[src/verilog/stc_pkg.sv]
// Function
// - four of six modes built here
// - timer mode: count, match, interrupt, clear
// - compare takes effect after high byte
// - auto-capture in every mode but external trigger
// - stop mode forces start field 00
// - capture copies counter each source clock
// - external trigger starts on chosen edge
// - trigger-stop: opposite edge clears, halts quietly
// - trigger-start: ignore edges until match
// - pin filter rejects short pulses
// - filter bypassed in slow and sleep
// - event mode counts pin edges
// - event match checked on opposite edge
// - window mode gates source clock by pin
package stc_pkg;
   // =====================================
   // field encodings
   localparam logic [1:0] STC_START_STOP = 2'h0;   // counter halted
   localparam logic [1:0] STC_START_CMD  = 2'h1;   // command start / positive gating
   localparam logic [1:0] STC_START_RISE = 2'h2;   // rising edge
   localparam logic [1:0] STC_START_FALL = 2'h3;   // falling edge
   localparam logic [2:0] STC_MODE_TIMER = 3'h0;   // plain timer
   localparam logic [2:0] STC_MODE_EXT   = 3'h1;   // external trigger timer
   localparam logic [2:0] STC_MODE_EVENT = 3'h2;   // event counter
   localparam logic [2:0] STC_MODE_WIN   = 3'h3;   // window
   localparam logic [1:0] STC_CLK_SLOW   = 2'h0;   // low-frequency derived
   // =====================================
   // prescaler ratios and noise filter
   localparam int STC_DIV_SLOW  = 128;  // slowest prescale ratio
   localparam int STC_DIV_MID   = 8;    // middle prescale ratio
   localparam int STC_DIV_FAST  = 2;    // fastest prescale ratio
   localparam int STC_NOISE_FC  = 4;    // pulses this long or shorter are noise
   localparam int STC_FILT_CYC  = STC_NOISE_FC + 1; // stable cycles to accept a level
   localparam logic [15:0] STC_CMP_RESET = 16'hffff; // compare reset value
   // =====================================
   // control bundle
   typedef struct packed {
      logic [1:0] startCtl;     // start_control
      logic [2:0] modeSel;      // mode_select
      logic [1:0] srcClkSel;    // source_clock_select
      logic       autoCapEn;    // auto_capture_enable
      logic       trigStopSel;  // trigger_stop_select
   } stc_ctrl_t;
endpackage : stc_pkg

[src/verilog/stc_timer.sv]
`timescale 1ns/1ns
module stc_timer (
   input  wire logic              clk,
   input  wire logic              rst_b,
   input  wire stc_pkg::stc_ctrl_t ctrl,        // control fields
   input  wire logic              startWrite,  // pulse: ctrl.startCtl written
   input  wire logic              lowByteWr,   // pulse: compare low byte write
   input  wire logic              highByteWr,  // pulse: compare high byte write
   input  wire logic [7:0]        wrByte,      // byte data
   input  wire logic              stopModeEnter, // pulse: entering STOP mode
   input  wire logic              slowMode,    // low-frequency or sleep operation
   input  wire logic              countInPin,  // count_input_pin
   output logic [1:0]             startState,  // live start field
   output logic [15:0]            countVal,    // up-counter
   output logic [15:0]            captureVal,  // compare_b_capture_reg
   output logic [15:0]            compareVal,  // compare_a_reg in effect
   output logic                   matchIrq     // match_interrupt pulse
);
   // =====================================
   // prescaler: one-cycle source clock enable
   // divider wraps once per slowest period, so every ratio ticks evenly
   logic [6:0] preCnt_q;   // free running divider
   logic       srcTick;    // selected source clock enable
   always_ff @(posedge clk or negedge rst_b) begin
      if (!rst_b) begin
         preCnt_q <= 7'h00;
      end else begin
         preCnt_q <= preCnt_q + 7'h01;
      end
   end
   always_comb begin
      case (ctrl.srcClkSel)
         2'h1:    srcTick = (preCnt_q[2:0] == 3'(stc_pkg::STC_DIV_MID - 1));
         2'h2:    srcTick = (preCnt_q[0] == 1'(stc_pkg::STC_DIV_FAST - 1));
         // in slow mode only the low-frequency source is usable
         default: srcTick = (preCnt_q == 7'(stc_pkg::STC_DIV_SLOW - 1));
      endcase
      if (slowMode && ctrl.srcClkSel != stc_pkg::STC_CLK_SLOW) begin
         srcTick = 1'b0;
      end
   end
   // =====================================
   // pin noise filter
   logic [2:0] filtCnt_q;  // cycles the raw pin has differed
   logic       pinFilt_q;  // accepted pin level
   logic       pinPrev_q;  // previous accepted level
   always_ff @(posedge clk or negedge rst_b) begin
      if (!rst_b) begin
         filtCnt_q <= 3'h0;
         pinFilt_q <= 1'b0;
      end else if (slowMode) begin
         pinFilt_q <= countInPin;
         filtCnt_q <= 3'h0;
      end else if (countInPin == pinFilt_q) begin
         filtCnt_q <= 3'h0;
      // a differing level must persist the full window to win
      end else if (filtCnt_q == 3'(stc_pkg::STC_FILT_CYC - 1)) begin
         pinFilt_q <= countInPin;
         filtCnt_q <= 3'h0;
      end else begin
         filtCnt_q <= filtCnt_q + 3'h1;
      end
   end
   always_ff @(posedge clk or negedge rst_b) begin
      if (!rst_b) begin
         pinPrev_q <= 1'b0;
      end else begin
         pinPrev_q <= pinFilt_q;
      end
   end
   logic pinRise;   // accepted rising edge
   logic pinFall;   // accepted falling edge
   logic trigEdge;  // selected edge
   logic oppEdge;   // opposite edge
   assign pinRise  = pinFilt_q & ~pinPrev_q;
   assign pinFall  = ~pinFilt_q & pinPrev_q;
   assign trigEdge = (ctrl.startCtl == stc_pkg::STC_START_FALL) ? pinFall : pinRise;
   assign oppEdge  = (ctrl.startCtl == stc_pkg::STC_START_FALL) ? pinRise : pinFall;
   // =====================================
   // compare register: shadow low byte, buffer, apply on source tick
   logic [7:0]  lowShadow_q;  // compare_a_low_byte
   logic [15:0] cmdBuf_q;     // written but not yet in effect
   logic        cmpPend_q;    // high byte written
   always_ff @(posedge clk or negedge rst_b) begin
      if (!rst_b) begin
         lowShadow_q <= 8'h00;
      end else if (lowByteWr) begin
         lowShadow_q <= wrByte;
      end
   end
   always_ff @(posedge clk or negedge rst_b) begin
      if (!rst_b) begin
         cmdBuf_q   <= stc_pkg::STC_CMP_RESET;
         cmpPend_q  <= 1'b0;
         compareVal <= stc_pkg::STC_CMP_RESET;
      // a new high byte outranks a same-cycle apply
      end else if (highByteWr) begin
         cmdBuf_q  <= {wrByte, lowShadow_q};
         cmpPend_q <= 1'b1;
      end else if (cmpPend_q && srcTick) begin
         compareVal <= cmdBuf_q;
         cmpPend_q  <= 1'b0;
      end
   end
   // =====================================
   // start field with STOP override
   // stop forces 00
   always_ff @(posedge clk or negedge rst_b) begin
      if (!rst_b) begin
         startState <= stc_pkg::STC_START_STOP;
      // stop entry outranks a same-cycle start write
      end else if (stopModeEnter) begin
         startState <= stc_pkg::STC_START_STOP;
      end else if (startWrite) begin
         startState <= ctrl.startCtl;
      end
   end
   // =====================================
   // counting engine
   logic running_q;  // external trigger run state
   logic advance;    // counter steps this cycle
   logic atMatch;    // counter equals compare
   logic matchChk;   // match is evaluated this cycle
   logic enabled;    // start field non-zero
   assign enabled = (startState != stc_pkg::STC_START_STOP);
   assign atMatch = (countVal == compareVal);
   always_comb begin
      advance  = 1'b0;
      matchChk = 1'b0;
      case (ctrl.modeSel)
         stc_pkg::STC_MODE_TIMER: begin
            advance  = srcTick;
            matchChk = srcTick;
         end
         stc_pkg::STC_MODE_EXT: begin
            advance  = srcTick & running_q;
            matchChk = srcTick & running_q;
         end
         stc_pkg::STC_MODE_EVENT: begin
            advance  = trigEdge;
            matchChk = oppEdge;
         end
         stc_pkg::STC_MODE_WIN: begin
            advance  = srcTick & ((startState == stc_pkg::STC_START_CMD) ? pinFilt_q
                                                                        : ~pinFilt_q);
            matchChk = advance;
         end
         // pulse width and pulse output codes are not built
         default: begin
            advance  = 1'b0;
            matchChk = 1'b0;
         end
      endcase
      if (!enabled) begin
         advance  = 1'b0;
         matchChk = 1'b0;
      end
   end
   // external trigger run state
   // leaving the mode or stopping drops the run state
   always_ff @(posedge clk or negedge rst_b) begin
      if (!rst_b) begin
         running_q <= 1'b0;
      end else if (!enabled || ctrl.modeSel != stc_pkg::STC_MODE_EXT) begin
         running_q <= 1'b0;
      end else if (matchChk && atMatch) begin
         running_q <= 1'b0;
      end else if (running_q && ctrl.trigStopSel && oppEdge) begin
         running_q <= 1'b0;
      end else if (!running_q && trigEdge) begin
         running_q <= 1'b1;
      end
   end
   // counter and match interrupt
   always_ff @(posedge clk or negedge rst_b) begin
      if (!rst_b) begin
         countVal <= 16'h0000;
         matchIrq <= 1'b0;
      end else begin
         matchIrq <= 1'b0;
         // stop field holds the counter at zero
         if (!enabled) begin
            countVal <= 16'h0000;
         end else if (matchChk && atMatch) begin
            countVal <= 16'h0000;
            matchIrq <= 1'b1;
         end else if (ctrl.modeSel == stc_pkg::STC_MODE_EXT && ctrl.trigStopSel &&
                      running_q && oppEdge) begin
            countVal <= 16'h0000;
         end else if (advance) begin
            countVal <= countVal + 16'h0001;
         end
      end
   end
   // =====================================
   // auto-capture
   // capture keeps its last value once disabled
   // copy on each source clock
   always_ff @(posedge clk or negedge rst_b) begin
      if (!rst_b) begin
         captureVal <= 16'h0000;
      end else if (ctrl.autoCapEn && enabled && srcTick &&
                   ctrl.modeSel != stc_pkg::STC_MODE_EXT) begin
         captureVal <= countVal;
      end
   end
endmodule : stc_timer

[config.mk]
export PLATFORM = sky130hd
export DESIGN_NAME = stc_timer
export DESIGN_NICKNAME = d
export VERILOG_FILES = /design/src/verilog/stc_pkg.sv /design/src/verilog/stc_timer.sv
export SDC_FILE = /design/constraint.sdc
export NUM_CORES = 1
export LEC_CHECK = 0
export BUFFER_PORTS_ARGS = -buffer_cell sky130_fd_sc_hd__buf_2
export CAP_MARGIN = 30
export CORE_UTILIZATION = 35
export DETAILED_ROUTE_END_ITERATION = 7
export PLACE_DENSITY = 0.6
export SLEW_MARGIN = 5
export SYNTH_ARGS = -nofsm -noshare
export SYNTH_HDL_FRONTEND = slang
export SYNTH_SLANG_ARGS = --single-unit
export TNS_END_PERCENT = 100
[constraint.sdc]
create_clock -name clk -period 2.6 [get_ports clk]
set_clock_uncertainty 0.05 [all_clocks]
set_input_delay 0.65 -clock clk [delete_from_list [all_inputs] [get_ports clk]]
set_output_delay 0.65 -clock clk [all_outputs]
set_load 0.02 [all_outputs]
======== Word level (Yosys, flattened, before mapping) ========
Cells that the tools add are included.
storage, ports and cells
  bits in registers ....................... 89
  bits of input ports ..................... 25
cells by class
  add/sub/neg operators ................... 3
  equality and inequality tests ........... 15
  multiplexer cells ....................... 29
  bitwise gates (word level) .............. 7
  reductions and logical operators ........ 24
operators with widths
  kind                                                                      number
  16-bit 2-to-1 mux                                                         4
  1-bit 2-to-1 mux                                                          17
  16-bit by 1-bit adder with 16-bit output (second input constant)          1
  16-bit == test                                                            1
  1-bit logical AND                                                         12
  2-bit nonzero test                                                        5
  3-bit 2-to-1 mux                                                          3
  1-bit one-hot mux with 4 select lines                                     2
  7-bit by 1-bit adder with 7-bit output (second input constant)            1
  7-bit == test (second input constant)                                     1
  3-bit by 2-bit == test with 1-bit output (second input constant)          2
  3-bit == test (second input constant)                                     2
  1-bit bitwise AND                                                         4
  2-bit by 1-bit == test with 1-bit output (second input constant)          2
  2-bit == test (second input constant)                                     2
  2-bit 2-to-1 mux                                                          2
  4-bit by 2-bit inequality test with 1-bit output (second input constant)  1
  2-bit AND reduction                                                       2
  4-bit nonzero test                                                        1
  3-bit by 1-bit adder with 3-bit output (second input constant)            1
  3-bit by 1-bit == test with 1-bit output (second input constant)          1
  3-bit zero test                                                           1
  3-bit by 1-bit inequality test with 1-bit output (second input constant)  1
  1-bit NOT                                                                 3
  5 further kinds                                                           6

======== Longest topological paths before layout ========
  depth after elaboration ................. 10
  depth in mapped cells ................... 10
  mapped depth without buffers ............ 8

======== Worst setup path before layout ========
Ideal clock, no wire load.
  path type ............................... input to register
  from .................................... input port ctrl[2] (netlist bit)
  to ...................................... register countVal[13]
  library setup time ...................... 0.087 ns
  arrival time ............................ 2.344 ns
  slack ................................... 0.119 ns
  cell stages on the path ................. 8
  cells stage by stage .................... inv_1 -> ha_1 -> a221oi_2 -> o21a_4 -> a21oi_2 -> buf_6 -> or4_4 -> a211oi_2
on the way
  word-level cells in the longest chain between the ends .. 9
  elaborated cells on any way between the ends .. 16
  those cells by class .................... 3 x eq/ne; 8 x mux; 2 x bitwise; 3 x reduce/logical
RTL lines
  item                                                                               line                                                  source
  from (decl)                                                                        stc_timer.sv:5                                        input wire stc_pkg::stc_ctrl_t ctrl,
  2-bit == test, or another cell as far along                                        stc_timer.sv:32                                       case (ctrl.srcClkSel)
  1-bit one-hot mux with 2 select lines / 1-bit logical AND (equally long branches)  stc_timer.sv:32, stc_timer.sv:38
  1-bit 2-to-1 mux *                                                                 stc_timer.sv:38                                       if (slowMode && ctrl.srcClkSel != stc_pkg::STC_CLK_SLOW) begin
  1-bit bitwise AND, on equally long branches                                        stc_timer.sv:144, stc_timer.sv:136, stc_timer.sv:137
  1-bit one-hot mux with 4 select lines                                              stc_timer.sv:130                                      case (ctrl.modeSel)
  1-bit 2-to-1 mux                                                                   stc_timer.sv:154                                      if (!enabled) begin
  1-bit logical AND                                                                  stc_timer.sv:184                                      end else if (matchChk && atMatch) begin
  16-bit 2-to-1 mux                                                                  stc_timer.sv:184
  16-bit 2-to-1 mux                                                                  stc_timer.sv:182                                      if (!enabled) begin
  to (signal assigned)                                                               stc_timer.sv:191                                      countVal <= countVal + 16'h0001;
  to (decl)                                                                          stc_timer.sv:14                                       output logic [15:0] countVal,
Mark *: on every way between the ends. The rest lies on a longest branch, timed or not.
A chain may end at the register's enable or synchronous reset.

======== Final worst setup path ========
  from .................................... input port ctrl[2] (netlist bit)
  to ...................................... register countVal[11]
Same word-level chain as after synthesis.

==> metrics <==
sequential fraction of the synthesis area 55.6%; DR WL/cell 15.3 µm; fin cells 555; Critical Path Sink Type flip-flop; maximum clock frequency 425 MHz; Cell variety after synth 39; clk_lat worst skew 0.34 ns; placed cell count 539; post-route setup slack 0.245 ns; initial antenna violation count 0; DRT Pass-1 Iters 4; reg2reg start preCnt_q[0]; Hold Buf Count CTS 0; synthesized cell area 4080 µm²; GR Layer Usage met3 3.62%; Tot Pwr 0.00378 W; global route overflow 0; final hold viol count 0; Tightest Pin Transition 0.610 ns; dominant cells by area after synthesis dfrtp_1, dfstp_2, mux2_2; chip height 110 µm; outcome complete, no violations; Worst VDD drop 0.000351 V; worst rel slew slack 59.2%; CTS tree built; Post-Syn Nets 351; maxcap violations 0; CTS buffer count 9; DRT Wirelength 8520 µm; area grow syn2layout 23.3%; PD cells 751 nW/µm²; Primary FF master, synth dfrtp_1; hpwl dp 6280 µm; global-route track usage on met2 24.6%; largest net degree at the start of global routing 46; Synth Area per Inst 12.8 µm²; CP Class in2reg; RSZ-0062 raised after global routing no; critical path startpoint category input pin; die area 12100 µm²; # diodes 0; io pins 76; FF-to-FF path depth 8; Util after Layout 44.2%; Max clock buf depth 2; cell taking the most area after synthesis dfrtp_1; Synth top area share 35.0%; synth warn 0; nets 440; WP data arrival 2.55 ns; Slew Viols, Final 0; Clk pin slew, worst setup/hold paths 0.07 ns; share of cells above drive strength 1 49.0%; Leakage 2.35 nW; vias in the first global route 2702; chip width 110 µm; gr usage total 15.8%; num rows 39; final setup fails 0; fin crit share 90.6%; Root Buffer clkbuf_16; Syn Inst Count 318; WP data required 2.79 ns; GRT busiest layer met2; htree depth 3; IO Port Bufs 75; 1st-iter DRT viols 87; type of the tightest min-delay check in2async; Post-synth EDFFs 0; Worst Path Max Fanout 30; drt via density 5.06; Initial Utilization 35.9%; Final TNS setup 0 ns; routability cong. 0.782; reg2reg end countVal[14]; routing usage on met1 21.3%; post-route ant nets 0; Yosys reg bits 89; FFs w/ async S/R, synth 100%; Reg2Reg Setup Slack 0.34 ns; dpl ws -0.302 ns; Core Area 11400 µm²; via count 2810; # clock sinks 89; first-pass GRT wire length 14100 µm; drt drc 0; Commonest cells post-synth dfrtp_1, mux2_2, dfstp_2, xor2_1, a211oi_1; Tmin final 2.36 ns
[how the worst max path moves through the flow]
stage,cells past startpoint,start,slack (ns),to
floorplan,8,ctrl[2],0.12,countVal[13]
global placement,10,ctrl[2],-0.24,countVal[0]
detailed placement,9,ctrl[2],-0.30,countVal[14]
CTS,8,ctrl[2],0.25,countVal[11]
global route,8,preCnt_q[0],0.10,countVal[4]
finish,8,ctrl[2],0.24,countVal[11]
[repair_timing]
item                       4_1_cts  5_1_grt
buffers inserted                 0        0
setup endpoints to repair        2        0
resized for setup                1        0
[metal layers]
layer	wire length, µm	up-vias
li1	-	1336
met1	3950	1418
met2	4160	50
met3	292	6
met4	112	0
met5	0	-
[cells by family after synthesis]
family                     count (synthesis)  synth area share [%]
DFF                                       89                  55.6
and+or+nand+nor                           75                  10.6
muxes                                     61                  16.7
AOI/OAI and AO/OA                         40                  7.21
xor gates and xnor gates                  23                  4.94
buffers and inverters                     22                  2.49
adders and majority gates                  8                  2.46
[where the power goes]
group / internal, W / switching, W / leakage [nW] / total (W)
sequential: 0.00166 / 0.000155 / 1.09 / 0.00182
combinational: 0.000314 / 0.000378 / 1.12 / 0.000692
clock: 0.000744 / 0.000524 / 0.139 / 0.00127
[cell usage in the layout, fill, tap and decap left out, drive strengths merged, types with 4 or more instances in the layout]
master   n
mux2    57
buf     89
a21oi    4
and3     7
inv     11
nor3     4
o21ai   12
nor2     9
nand3   12
nor4     4
nand4    6
clkbuf  11
ha       8
dfrtp   57
nand2    8
mux2i    4
nand2b   7
a211oi  15
or3     11
dfstp   32
xnor2    8
xor2    15
[sequential cells by signal, indices dropped and copies added (netlist names), 2 cells and up]
name         count
startState       2
cmdBuf_q        16
preCnt_q         7
countVal        16
compareVal      16
captureVal      16
lowShadow_q      8
filtCnt_q        3
[critical path, stage by stage]
cell	delay, ns
buf_2	0.09
inv_1	0.05
ha_1	0.34
a221oi_2	0.27
o21a_4	0.19
a21oi_4	0.15
or4_1	0.53
a211oi_1	0.26
[area by class of cell]
class                           count  area, µm²
Fill cell                        1072       6340
Clock buffer                       11        233
Clock inverter                      5       56.3
Tap cell                          143        179
Multi-Input combinational cell    207       1720
Timing Repair Buffer               89        533
Inverter                           11       41.3
Sequential cell                    89       2270
[per-stage QoR]
stage / hold WS, ns / instance area, µm²
6_report: 0.173 / 5020
5_1_grt: 0.187 / 5020
4_1_cts: 0.174 / 5020
3_5_place_dp: 0.410 / 4730
3_3_place_gp: 0.401 / 4730
2_1_floorplan: 0.304 / 4080
Note: power is estimated with default switching activity, not from simulation.
